`config.mk`:
```
export PLATFORM = sky130hd
export DESIGN_NAME = fpx_exc_unit
export DESIGN_NICKNAME = d
export VERILOG_FILES = /design/src/common/fpx_pkg.sv /design/src/fpx_exc_unit.sv
export VERILOG_INCLUDE_DIRS = /design/src /design/src/common
export SDC_FILE = /design/constraint.sdc
export NUM_CORES = 1
export LEC_CHECK = 0
export BUFFER_PORTS_ARGS = -buffer_cell sky130_fd_sc_hd__buf_2
export CAP_MARGIN = 10
export CORE_UTILIZATION = 42
export DETAILED_ROUTE_END_ITERATION = 8
export GPL_TIMING_DRIVEN = 0
export PLACE_DENSITY = 0.89
export SKIP_LAST_GASP = 1
export SLEW_MARGIN = 30
export SYNTH_ARGS = -nofsm -noshare
export SYNTH_HDL_FRONTEND = slang
export SYNTH_SLANG_ARGS = --single-unit
```
`constraint.sdc`:
```
create_clock -name hclk -period 1.4 [get_ports hclk]
set_input_delay 0.14 -clock hclk [delete_from_list [all_inputs] [get_ports hclk]]
set_output_delay 0.14 -clock hclk [all_outputs]
set_load 0.02 [all_outputs]
```
`src/common/fpx_map.svh`:
```
/*
 * Register offsets, bit positions, tag codes, reset values and
 * bus answers of the invalid and subnormal exception unit.
 * Assumes inclusion by bare name from the package and the bench.
 */
`ifndef FPX_MAP_SVH
`define FPX_MAP_SVH

// ----------------------------------------------------------------
// Register byte offsets
// ----------------------------------------------------------------
`define FPX_OFF_CTRL       4'h0
`define FPX_OFF_STATUS     4'h4
`define FPX_OFF_MAINFLAGS  4'h8

// ----------------------------------------------------------------
// Field positions
// ----------------------------------------------------------------
`define FPX_BIT_INVALID    0
`define FPX_BIT_SUBNORMAL  1
`define FPX_BIT_SFKIND     6
`define FPX_BIT_SUMMARY    7
`define FPX_BIT_CND0       8
`define FPX_BIT_CND1       9
`define FPX_BIT_CND2       10
`define FPX_BIT_CND3       14
`define FPX_FLAG_W         6

// ----------------------------------------------------------------
// Register tags and reset values
// ----------------------------------------------------------------
`define FPX_TAG_VALID      2'h0
`define FPX_TAG_ZERO       2'h1
`define FPX_TAG_SPECIAL    2'h2
`define FPX_TAG_EMPTY      2'h3
`define FPX_CTRL_RST       2'h3
`define FPX_NAN_UNORDERED  3'h7
`define FPX_HRESP_OKAY     1'h0

`endif

```
`src/common/fpx_pkg.sv`:
```
/*
 * Types of the invalid and subnormal exception unit: operation
 * classes, operand classes and the request and answer carriers.
 * Assumes fpx_map.svh sits on the include path.
 */
package fpx_pkg;
	`include "fpx_map.svh"

	typedef enum logic [4:0] {
		OP_OTHER, OP_ADD, OP_SUB, OP_MUL, OP_DIV, OP_PREM, OP_COS, OP_SIN,
		OP_SINCOS, OP_TAN, OP_SQRT, OP_YL2X, OP_YL2XP1, OP_BCD_STORE_POP,
		OP_INT_STORE, OP_ORD_CMP, OP_CMP_FLAGS, OP_UNORD_CMP, OP_LOAD_MEM,
		OP_STORE_MEM, OP_XCH
	} fpx_op_e;

	typedef enum logic [2:0] {
		CLS_NORMAL, CLS_ZERO, CLS_INF, CLS_SNAN, CLS_QNAN, CLS_DENORM, CLS_UNSUP
	} fpx_cls_e;

	typedef enum logic [1:0] {FMT_SINGLE, FMT_DOUBLE, FMT_EXT, FMT_INT} fpx_fmt_e;

	typedef enum logic [2:0] {
		SUB_NONE, SUB_QNAN_INDEF, SUB_QUIET_SRC, SUB_INT_INDEF, SUB_BCD_INDEF,
		SUB_NEG_ZERO, SUB_NEG_INF
	} fpx_subst_e;

	typedef struct packed {
		logic     valid;
		fpx_op_e  op;
		logic     a_used;
		logic     b_used;
		logic [1:0] a_tag;
		logic [1:0] b_tag;
		logic [1:0] dst_tag;
		fpx_cls_e a_cls;
		fpx_cls_e b_cls;
		logic     a_sign;
		logic     b_sign;
		fpx_fmt_e load_fmt;
		logic     fits_range;
		logic     below_minus_one;
	} fpx_req_s;

	typedef struct packed {
		logic       valid;
		logic       commit;
		logic       stack_fault;
		logic       invalid;
		logic       subnormal;
		fpx_subst_e subst;
		logic       fill_a;
		logic       fill_b;
		logic       normalize;
		logic       cc_we;
		logic [3:0] cc_mask;
		logic [3:0] cc_val;
		logic       mf_we;
		logic [2:0] mf_val;
	} fpx_resp_s;
endpackage

```
`src/fpx_exc_unit.sv`:
```
/*
 * Invalid-operation and subnormal-operand exception unit: classifies
 * each operation from the datapath, keeps control and status words
 * behind an AHB-Lite slave and answers with the masked response or a
 * handler request one cycle later.
 * Assumes the datapath presents one request per cycle at most and
 * that the sequencer holds off results while handler_req is high.
 */
// Our own choices: the AHB-Lite register port and the register addresses.
// Operation
// - Invalid flag is status bit 0; its mask is control bit 0.
// - Stack-fault-kind flag set on stack faults, never cleared by operand faults.
// - Overflow: memory load into a register whose tag is not empty.
// - Underflow: an empty-tagged register used as a source, stores included. Code excludes exchange, raising it as a plain invalid operand.
// - Any stack fault sets the invalid flag and the stack-fault-kind flag.
// - Stack fault writes condition bit one: 1 overflow, 0 underflow.
// - Masked stack fault writes the indefinite form the instruction needs.
// - Unmasked invalid requests the handler; stack pointer and sources kept.
// - Invalid operand sets the invalid flag; masked gives the default answer.
// - Quiet NaNs alone raise nothing except on ordered compares.
// - Masked: unsupported format gives indefinite; signalling NaN gives quiet NaN. Code gives indefinite if add/sub/mul/div has an inf or zero first operand.
// - Masked NaN compare sets condition bits 0,2,3 or main flags to 111B.
// - Masked infinity and zero conflicts give the quiet-NaN indefinite.
// - Masked remainder or trig faults give indefinite and clear condition bit two.
// - Masked square root, log2, log2-plus-one of bad operands give indefinite.
// - Masked BCD store of an out-of-range value stores BCD indefinite.
// - Masked integer store out of range stores integer indefinite.
// - Masked exchange fills empty registers with indefinite, then exchanges.
// - Subnormal raised on arithmetic use or single/double load, not extended.
// - Subnormal flag is status bit 1; its mask is control bit 1.
// - Masked subnormal sets its flag, continues and normalizes the load.
// - Unmasked subnormal sets its flag and requests the handler.
// - Summary bit shows that at least one exception flag is set.
`timescale 1ns/1ps
module fpx_exc_unit
	import fpx_pkg::*;
(
	// Clock and reset
	input  wire logic        hclk,
	input  wire logic        hresetn,
	// AHB-Lite slave
	input  wire logic        hsel,
	input  wire logic [31:0] haddr,
	input  wire logic [1:0]  htrans,
	input  wire logic        hwrite,
	input  wire logic [2:0]  hsize,
	input  wire logic [31:0] hwdata,
	input  wire logic        hready,
	output logic [31:0]      hrdata,
	output logic             hreadyout,
	output logic             hresp,
	// Datapath request and answer
	input  wire fpx_req_s    req,
	output fpx_resp_s        resp,
	output logic             handler_req
);

	// ----------------------------------------------------------------
	// State
	// ----------------------------------------------------------------
	typedef struct packed {
		logic [1:0]                ctrl_mask;
		logic [`FPX_FLAG_W-1:0]    flags;
		logic                      fault_kind;
		logic [3:0]                cc;        // Condition bits three down to zero
		logic [2:0]                mainflags; // Zero, parity, carry
		logic                      dph_write;
		logic [3:0]                dph_addr;
		logic [31:0]               rdata;
		logic                      ready;
		fpx_resp_s                 resp;
		logic                      hreq;
	} fpx_state_s;

	fpx_state_s st_ff;
	fpx_state_s nxt_st;

	logic       imask;
	logic       dmask;
	logic       any_snan;
	logic       any_qnan;
	logic       any_unsup;
	logic       any_denorm;
	logic       ovf;
	logic       unf;
	logic       sfault;
	logic       bad_op;
	logic       den;
	logic       arith;
	logic [31:0] status_word;
	logic [31:0] rd_mux;

	assign imask = st_ff.ctrl_mask[`FPX_BIT_INVALID];
	assign dmask = st_ff.ctrl_mask[`FPX_BIT_SUBNORMAL];

	// ----------------------------------------------------------------
	// Register read view
	// ----------------------------------------------------------------
	// Summary is derived so it can never disagree with the flags
	always_comb begin
		status_word = 32'h0;
		status_word[`FPX_FLAG_W-1:0] = st_ff.flags;
		status_word[`FPX_BIT_SFKIND] = st_ff.fault_kind;
		status_word[`FPX_BIT_SUMMARY] = |st_ff.flags;
		status_word[`FPX_BIT_CND0] = st_ff.cc[0];
		status_word[`FPX_BIT_CND1] = st_ff.cc[1];
		status_word[`FPX_BIT_CND2] = st_ff.cc[2];
		status_word[`FPX_BIT_CND3] = st_ff.cc[3];
		case (haddr[3:0])
			`FPX_OFF_CTRL:      rd_mux = {30'h0, st_ff.ctrl_mask};
			`FPX_OFF_STATUS:    rd_mux = status_word;
			`FPX_OFF_MAINFLAGS: rd_mux = {29'h0, st_ff.mainflags};
			default:            rd_mux = 32'h0; // Unmapped reads as zero
		endcase
	end

	// ----------------------------------------------------------------
	// Operand classification
	// ----------------------------------------------------------------
	always_comb begin
		any_snan   = (req.a_used && req.a_cls == CLS_SNAN) ||
		             (req.b_used && req.b_cls == CLS_SNAN);
		any_qnan   = (req.a_used && req.a_cls == CLS_QNAN) ||
		             (req.b_used && req.b_cls == CLS_QNAN);
		any_unsup  = (req.a_used && req.a_cls == CLS_UNSUP) ||
		             (req.b_used && req.b_cls == CLS_UNSUP);
		any_denorm = (req.a_used && req.a_cls == CLS_DENORM) ||
		             (req.b_used && req.b_cls == CLS_DENORM);
		arith = !(req.op inside {OP_LOAD_MEM, OP_XCH, OP_OTHER});
		ovf = req.valid && req.op == OP_LOAD_MEM &&
		      req.dst_tag != `FPX_TAG_EMPTY;
		unf = req.valid && req.op != OP_XCH && req.op != OP_LOAD_MEM &&
		      ((req.a_used && req.a_tag == `FPX_TAG_EMPTY) ||
		       (req.b_used && req.b_tag == `FPX_TAG_EMPTY));
		sfault = ovf || unf;
		// Quiet NaNs pass silently unless the compare is ordered
		bad_op = arith && (any_snan || any_unsup);
		case (req.op)
			OP_ADD: bad_op = bad_op || (req.a_cls == CLS_INF && req.b_cls == CLS_INF &&
			             req.a_sign != req.b_sign);
			OP_SUB: bad_op = bad_op || (req.a_cls == CLS_INF && req.b_cls == CLS_INF &&
			             req.a_sign == req.b_sign);
			OP_MUL: bad_op = bad_op || (req.a_cls == CLS_INF && req.b_cls == CLS_ZERO) ||
			             (req.a_cls == CLS_ZERO && req.b_cls == CLS_INF);
			OP_DIV: bad_op = bad_op || (req.a_cls == CLS_INF && req.b_cls == CLS_INF) ||
			             (req.a_cls == CLS_ZERO && req.b_cls == CLS_ZERO);
			OP_PREM: bad_op = bad_op || req.b_cls == CLS_ZERO || req.a_cls == CLS_INF;
			OP_COS, OP_SIN, OP_SINCOS, OP_TAN: bad_op = bad_op || req.a_cls == CLS_INF;
			OP_SQRT, OP_YL2X: bad_op = bad_op || (req.a_sign && req.a_cls inside
			             {CLS_NORMAL, CLS_DENORM, CLS_INF});
			OP_YL2XP1: bad_op = bad_op || req.below_minus_one;
			OP_BCD_STORE_POP, OP_INT_STORE: bad_op = bad_op || !req.fits_range;
			OP_ORD_CMP, OP_CMP_FLAGS: bad_op = bad_op || any_qnan;
			OP_XCH: bad_op = req.a_tag == `FPX_TAG_EMPTY ||
			             req.b_tag == `FPX_TAG_EMPTY;
			default: bad_op = bad_op;
		endcase
		bad_op = bad_op && req.valid && !sfault;
		// Subnormal only when nothing invalid outranks it
		den = req.valid && !sfault && !bad_op &&
		      ((arith && any_denorm) ||
		       (req.op == OP_LOAD_MEM && req.a_cls == CLS_DENORM &&
		        req.load_fmt inside {FMT_SINGLE, FMT_DOUBLE}));
	end

	// ----------------------------------------------------------------
	// Next state
	// ----------------------------------------------------------------
	always_comb begin
		nxt_st = st_ff;
		nxt_st.resp = '0;
		nxt_st.hreq = 1'b0;
		nxt_st.ready = 1'b1; // Zero wait states
		// Address phase capture; read data is ready for the data phase
		nxt_st.dph_write = 1'b0;
		if (hsel && hready && htrans[1]) begin
			nxt_st.dph_write = hwrite;
			nxt_st.dph_addr = haddr[3:0];
			if (!hwrite) begin
				nxt_st.rdata = rd_mux;
			end
		end
		// Data phase writes; hardware events below override them
		if (st_ff.dph_write) begin
			case (st_ff.dph_addr)
				`FPX_OFF_CTRL: nxt_st.ctrl_mask = hwdata[1:0];
				`FPX_OFF_STATUS: begin
					nxt_st.flags = hwdata[`FPX_FLAG_W-1:0];
					nxt_st.fault_kind = hwdata[`FPX_BIT_SFKIND];
					nxt_st.cc = {hwdata[`FPX_BIT_CND3], hwdata[`FPX_BIT_CND2],
					             hwdata[`FPX_BIT_CND1], hwdata[`FPX_BIT_CND0]};
				end
				`FPX_OFF_MAINFLAGS: nxt_st.mainflags = hwdata[2:0];
				default: nxt_st.mainflags = nxt_st.mainflags;
			endcase
		end
		// Exception response; set beats a same-cycle software clear
		if (req.valid) begin
			nxt_st.resp.valid = 1'b1;
			nxt_st.resp.stack_fault = sfault;
			nxt_st.resp.invalid = sfault || bad_op;
			nxt_st.resp.subnormal = den;
			if (sfault) begin
				nxt_st.flags[`FPX_BIT_INVALID] = 1'b1;
				nxt_st.fault_kind = 1'b1;
				nxt_st.cc[1] = ovf;
			end
			if (bad_op) begin
				nxt_st.flags[`FPX_BIT_INVALID] = 1'b1;
			end
			if (den) begin
				nxt_st.flags[`FPX_BIT_SUBNORMAL] = 1'b1;
			end
			if (((sfault || bad_op) && !imask) || (den && !dmask)) begin
				nxt_st.hreq = 1'b1;
			end else if (sfault) begin
				if (req.op == OP_BCD_STORE_POP) begin
					nxt_st.resp.subst = SUB_BCD_INDEF;
				end else if (req.op == OP_INT_STORE) begin
					nxt_st.resp.subst = SUB_INT_INDEF;
				end else begin
					nxt_st.resp.subst = SUB_QNAN_INDEF;
				end
			end else if (bad_op) begin
				case (req.op)
					OP_ORD_CMP, OP_UNORD_CMP: begin
						nxt_st.resp.cc_we = 1'b1;
						nxt_st.resp.cc_mask = 4'hD;
						nxt_st.resp.cc_val = 4'hD;
						nxt_st.cc[0] = 1'b1;
						nxt_st.cc[2] = 1'b1;
						nxt_st.cc[3] = 1'b1;
					end
					OP_CMP_FLAGS: begin
						nxt_st.resp.mf_we = 1'b1;
						nxt_st.resp.mf_val = `FPX_NAN_UNORDERED;
						nxt_st.mainflags = `FPX_NAN_UNORDERED;
					end
					OP_PREM, OP_COS, OP_SIN, OP_SINCOS, OP_TAN: begin
						nxt_st.resp.subst = SUB_QNAN_INDEF;
						nxt_st.resp.cc_we = 1'b1;
						nxt_st.resp.cc_mask = 4'h4;
						nxt_st.resp.cc_val = 4'h0;
						nxt_st.cc[2] = 1'b0;
					end
					OP_BCD_STORE_POP: nxt_st.resp.subst = SUB_BCD_INDEF;
					OP_INT_STORE: nxt_st.resp.subst = SUB_INT_INDEF;
					OP_XCH: begin
						nxt_st.resp.fill_a = req.a_tag == `FPX_TAG_EMPTY;
						nxt_st.resp.fill_b = req.b_tag == `FPX_TAG_EMPTY;
					end
					default: begin
						// Signalling NaN quiets unless an operand is unsupported or add/sub/mul/div has an infinite or zero first operand
						if (any_snan && !any_unsup && !(req.op inside
						    {OP_ADD, OP_SUB, OP_MUL, OP_DIV} &&
						    req.a_cls inside {CLS_INF, CLS_ZERO})) begin
							nxt_st.resp.subst = SUB_QUIET_SRC;
						end else begin
							nxt_st.resp.subst = SUB_QNAN_INDEF;
						end
					end
				endcase
			end else if (den && req.op == OP_LOAD_MEM) begin
				nxt_st.resp.normalize = 1'b1;
			end else if (req.a_cls == CLS_ZERO && req.a_sign) begin
				// Negative zero is legal for these two and has a fixed answer
				if (req.op == OP_SQRT) begin
					nxt_st.resp.subst = SUB_NEG_ZERO;
				end else if (req.op == OP_YL2X) begin
					nxt_st.resp.subst = SUB_NEG_INF;
				end
			end
			nxt_st.resp.commit = !nxt_st.hreq;
		end
	end

	// ----------------------------------------------------------------
	// State register
	// ----------------------------------------------------------------
	always_ff @(posedge hclk or negedge hresetn) begin
		if (!hresetn) begin
			st_ff <= '0;
			st_ff.ctrl_mask <= `FPX_CTRL_RST;
			st_ff.ready <= 1'b1;
		end else begin
			st_ff <= nxt_st;
		end
	end

	// Outputs straight from the state flops, except hresp, which is tied to OKAY
	assign hrdata = st_ff.rdata;
	assign hreadyout = st_ff.ready;
	assign hresp = `FPX_HRESP_OKAY;
	assign resp = st_ff.resp;
	assign handler_req = st_ff.hreq;
endmodule // fpx_exc_unit

```
; ---- Yosys cells after proc, flatten, opt, wreduce, memory -nomap -nowiden
; Cells that the tools add are included.
[totals]
register_bits = 78
latchBits = 0
ramBits = 0
rom_bits = 0
in_bits = 100
output_inout_bits = 59
elab_cells = 206
n_memories = 0
[op_classes]
add_sub_neg = 0
multipliers = 0
div_mod_pow = 0
magnitude_cmp = 0
eq_ne = 43
shift = 0
n_mux = 44
bitwise = 1
reduce_logical = 94
[ops]
columns = op, n
row1 = 15-bit case mux with 3 select lines, 1
row2 = "5-bit by 4-bit equality test with 1-bit output, second input constant", 8
row3 = 1-bit logical AND, 40
row4 = 37-bit 2-to-1 mux, 1
row5 = 32-bit 2-to-1 mux, 1
row6 = 3-bit 2-to-1 mux, 9
row7 = 25-bit 2-to-1 mux, 1
row8 = 1-bit logical OR, 24
row9 = "5-bit by 3-bit equality test with 1-bit output, second input constant", 4
row10 = "5-bit equality test, second input constant", 4
row11 = 10-bit 2-to-1 mux, 2
row12 = 19-bit 2-to-1 mux, 1
row13 = "3-bit equality test, second input constant", 6
row14 = 9-bit case mux with 2 select lines, 1
row15 = 16-bit 2-to-1 mux, 1
row16 = 2-bit 2-to-1 mux, 8
row17 = 4-bit 2-to-1 mux, 4
row18 = 13-bit 2-to-1 mux, 1
row19 = "3-bit by 2-bit equality test with 1-bit output, second input constant", 4
row20 = 3-bit case mux with 4 select lines, 1
row21 = 1-bit case mux with 11 select lines, 1
row22 = "5-bit by 2-bit equality test with 1-bit output, second input constant", 2
row23 = "5-bit != test, second input constant", 2
row24 = 1-bit logical NOT, 9
row25 = other kinds (25), 46

; ---- Logic depth before layout (Yosys ltp)
[depth]
word_depth = 19
mapped_depth = 12
depth_no_buf = 9

; ---- Worst setup path after synthesis
; Ideal clock, no wire load.
[synth_path]
path_kind = input port to flip-flop
from = input port req[23] (netlist name)
to = register st_ff, in the netlist resp[16]
setup_ps = 94
t_arrival_ps = 2102
t_required_ps = 1306
path_slack_ps = -796
stages = 10
n_path_buf = 2
path_cell_list = buf_6 or3b_4 nor3_4 nor2_1 a221o_1 o211ai_2 and3_1 buf_6 mux2_4 a221oi_2
[synth_rtl]
columns = item, line
row1 = start: declaration, fpx_exc_unit.sv:53  ; input wire fpx_req_s req,
row2 = end signal: assignment, fpx_exc_unit.sv:286  ; st_ff <= nxt_st;
row3 = end: declaration, fpx_exc_unit.sv:75  ; fpx_state_s st_ff;

==> impl_metrics.csv <==
group,metric,value,unit
status,status,"finished, violations left",
status,violations,"negative setup slack",
detailed_routing,dr_total_vias,2928,
die,die_x,89.11,um
final_layout,final_common_cell,"buf_2",
die,die_area,7940,sq um
die,core,7292,sq um
detailed_routing,vias_per_cell,5.164,
sta,worst_slack,-0.6225,ns
detailed_routing,drt_iter0_markers,130,
place,globalplace.congestion,0.8544,
setup_path,cp-end-kind,"flip-flop",
sta,rsz0062_at_grt,"true",
clocking,cts-root-buf,"clkbuf_8",
clocking,clk-insertion-delay-late,0.31,ns
synth,muxShareOfSynthArea,8.088,%
setup_path,rrSetupSlack,0.02,ns
setup_path,worstSetupStartpointType,"input pin",
die,initial_core_util,43.70,%
clocking,clkSinkCount,48,
place,place_hpwl,6213,um
grt,grt_antenna_before_repair,0,
detailed_routing,drc_errors,0,
setup_path,rr_worst_depth,4,
place,portBuffers,75,
synth,avgSynthCellArea,9.264,sq um
detailed_routing,drt_wl_total,8399,um
die,die_h,89.11,um
clocking,htree_levels,2,
min_path,hold_path_end,"resp[23]",
pwr,swShare,30.01,%
min_path,min_path_cells,1,
synth,synth-compound-area-share,15.00,%
pwr,p_int,2.639,mW
final_layout,final_layout_size_suffix_gt1_share,48.29,%
setup_path,worstPathArrival,2.23,ns
pwr,total_power,3.771,mW
final_layout,final_cell_mix,"77 x buf_2, 71 x buf_4, 45 x dfrtp_1",
clocking,cts_max_path_buffers,2,
pwr,ir_worst_vdd,0.0005210,V
sta,drv_slew,0,
sta,slew-limit-headroom,64.29,%
final_layout,antenna_cells,0,
pwr,p_seq_share,44.6,%
grt,grt_pass1_wl,12360,um
sta,fmax,494.4,MHz
pwr,pwr-share-comb,27.7,%
synth,syn_inst,344,
grt,grt_pass1_vias,2652,
die,placementRows,31,
synth,synthesis.area,3187,sq um
setup_path,criticalPathCategory,"in2reg",
pwr,powerDensity,882.0,nW/um^2
synth,synth_xor_area_share,1.099,%
synth,ys_types,60,
grt,grt_use_total,20.09,%
clocking,numCtsBuffers,5,
pwr,leakagePower,2.203,nW
grt,grt_max_degree,30,
setup_path,critPathMaxFanout,6,
clocking,clk_pin_slew,0.08,ns
setup_path,r2r-end,"resp[16]",
pwr,clkPwrFrac,27.7,%
clocking,cts_tree,"done",
grt,overflow,0,
synth,yosysSeqAreaShare,37.77,%
synth,synthAdderAreaFrac,0,%
min_path,hold_path.startpoint,"req[25]",
synth,yosys_warnings,0,
synth,ys.flop_type,"dfrtp_1",
sta,period_needed,2.023,ns
detailed_routing,routedWlPerCell,14.81,um
die,io_pins,159,
final_layout,final_area,4275,sq um
sta,tightest_slew,0.5334,ns
synth,synth-simple-area-share,19.67,%
sta,fin_skew,0.01047,ns
detailed_routing,antenna_left,0,
place,placed_cell_area,3802,sq um
pwr,p_switching,1.132,mW
synth,synth-edff-count,0,
sta,hold_violations,0,
setup_path,r2r_start,"dmask",
synth,synth_top_family_by_area,"simple AND/OR/NAND/NOR gates",
synth,async_reset_ff_share,100.0,%
final_layout,synthToLayoutAreaGrowth,34.16,%
min_path,hold_class,"in2reg",
synth,ys_ff_latch,48,
sta,setup_viol,23,
sta,period_share,144.5,%
final_layout,nFillCells,644,
setup_path,required,1.60,ns
final_layout,final_nets,567,
detailed_routing,dr.pass1.iters,4,
job,drv_cap,0,
sequential cells by signal, indices dropped and copies added, names as in the netlist:
register / cells
dmask: 1
handler_req: 1
hrdata: 12
imask: 1
resp: 14
st_ff: 19
metrics by stage:
stage / cells / setup TNS [ns] / setup WS, ns / util, % / hold WS [ns]
2_1_floorplan: 366 / -9.799 / -0.7901 / - / -0.1556
3_3_place_gp: 540 / -19.15 / -1.139 / 51.87 / 0.3503
3_5_place_dp: 541 / -20.86 / -1.180 / 52.14 / 0.1078
4_1_cts: 562 / -7.156 / -0.6033 / 56.33 / 0.03951
5_1_grt: 567 / -11.16 / -0.6679 / 58.63 / 0.05659
6_report: 567 / -9.659 / -0.6225 / 58.63 / 0.05472
worst max path at each step:
stage / from / end
after floorplan: req[23] / resp[16]
after global placement: req[20] / resp[16]
after detailed placement: req[20] / resp[16]
after CTS: req[23] / resp[16]
after global routing: req[24] / resp[22]
final: req[23] / resp[22]
kinds of logic (layout without fill, tap and decap cells):
family                    count (synthesis)  count (layout)
and+or+nand+nor                         114             114
other                                     2              24
muxes                                    24              24
DFF                                      48              48
xor gates and xnor gates                  4               4
AOI/OAI and AO/OA                        65              65
buffers and inverters                    87             189
Yosys cell counts (2+ instances only):
cell type / n / area [sq um]
buf_4: 60 / 450.4
dfrtp_1: 46 / 1151
nand2_1: 34 / 127.6
nor2_1: 18 / 67.56
nand3_1: 16 / 80.08
mux2i_1: 13 / 130.1
a22o_1: 12 / 105.1
inv_1: 11 / 41.29
a21oi_1: 10 / 50.05
mux2_2: 10 / 112.6
nor3_1: 10 / 50.05
o21ai_0: 9 / 45.04
buf_2: 7 / 35.03
o22ai_1: 5 / 31.28
a22oi_1: 4 / 30.03
a31oi_1: 4 / 25.02
and2_1: 4 / 25.02
nand2b_1: 4 / 25.02
and3_1: 3 / 18.77
and3b_1: 3 / 26.28
buf_1: 3 / 11.26
nand4_1: 3 / 18.77
nor2b_1: 3 / 18.77
nor4_1: 3 / 18.77
o21a_1: 3 / 22.52
o31ai_1: 3 / 22.52
o32ai_1: 3 / 26.28
xnor2_1: 3 / 26.28
buf_6: 2 / 22.52
clkbuf_1: 2 / 7.510
conb_1: 2 / 7.510
dfstp_2: 2 / 52.55
nand4b_1: 2 / 17.52
layout make-up:
cell class	instances	area (sq um)	area share, %
Buffer	73	543.0	12.70
Clock buffer	6	82.58	1.932
Clock inverter	2	38.79	0.9072
Inverter	13	58.81	1.375
Multi-Input combinational cell	231	1628	38.07
Sequential cell	48	1205	28.18
Tap cell	99	123.9	2.897
Timing Repair Buffer	95	595.6	13.93
power groups by stage:
stage / sequential [mW] / clock (mW) / combinational [mW]
4_1_cts: 1.67 / 1.06 / 0.962
6_report: 1.68 / 1.05 / 1.04
3_3_place_gp: 1.68 / 0 / 0.850
5_1_grt: 1.70 / 1.10 / 1.14
2_1_floorplan: 1.67 / 0 / 0.624
3_5_place_dp: 1.70 / 0 / 0.875
what timing repair did:
item | 4_1_cts | 5_1_grt
hold buffers | 1 | 0
setup endpoints to repair | 25 | 29
endpoints found under the hold margin | 19 | 0
buffers inserted | 12 | 6
gates resized for setup | 23 | 35
pin swaps | 4 | 16
per-layer routing:
metal  part of all wire (%)  vias to the layer above  global-route usage [%]
li1                       -                     1384                       -
met1                     41                     1414                   24.87
met2                     51                      120                   35.60
met3                    6.1                       10                   3.139
met4                   0.98                        0                   6.926
met5                      0                        -                       0
worst max-delay path: stages:
cell,delay [ns]
buf_12,0.11
or3b_4,0.44
buf_6,0.14
buf_6,0.10
nor2_4,0.19
a22o_1,0.18
nand2_1,0.15
or2_2,0.36
nand2_1,0.10
mux2_4,0.19
buf_6,0.10
inv_2,0.02
Power figures use the tool's default switching activity.
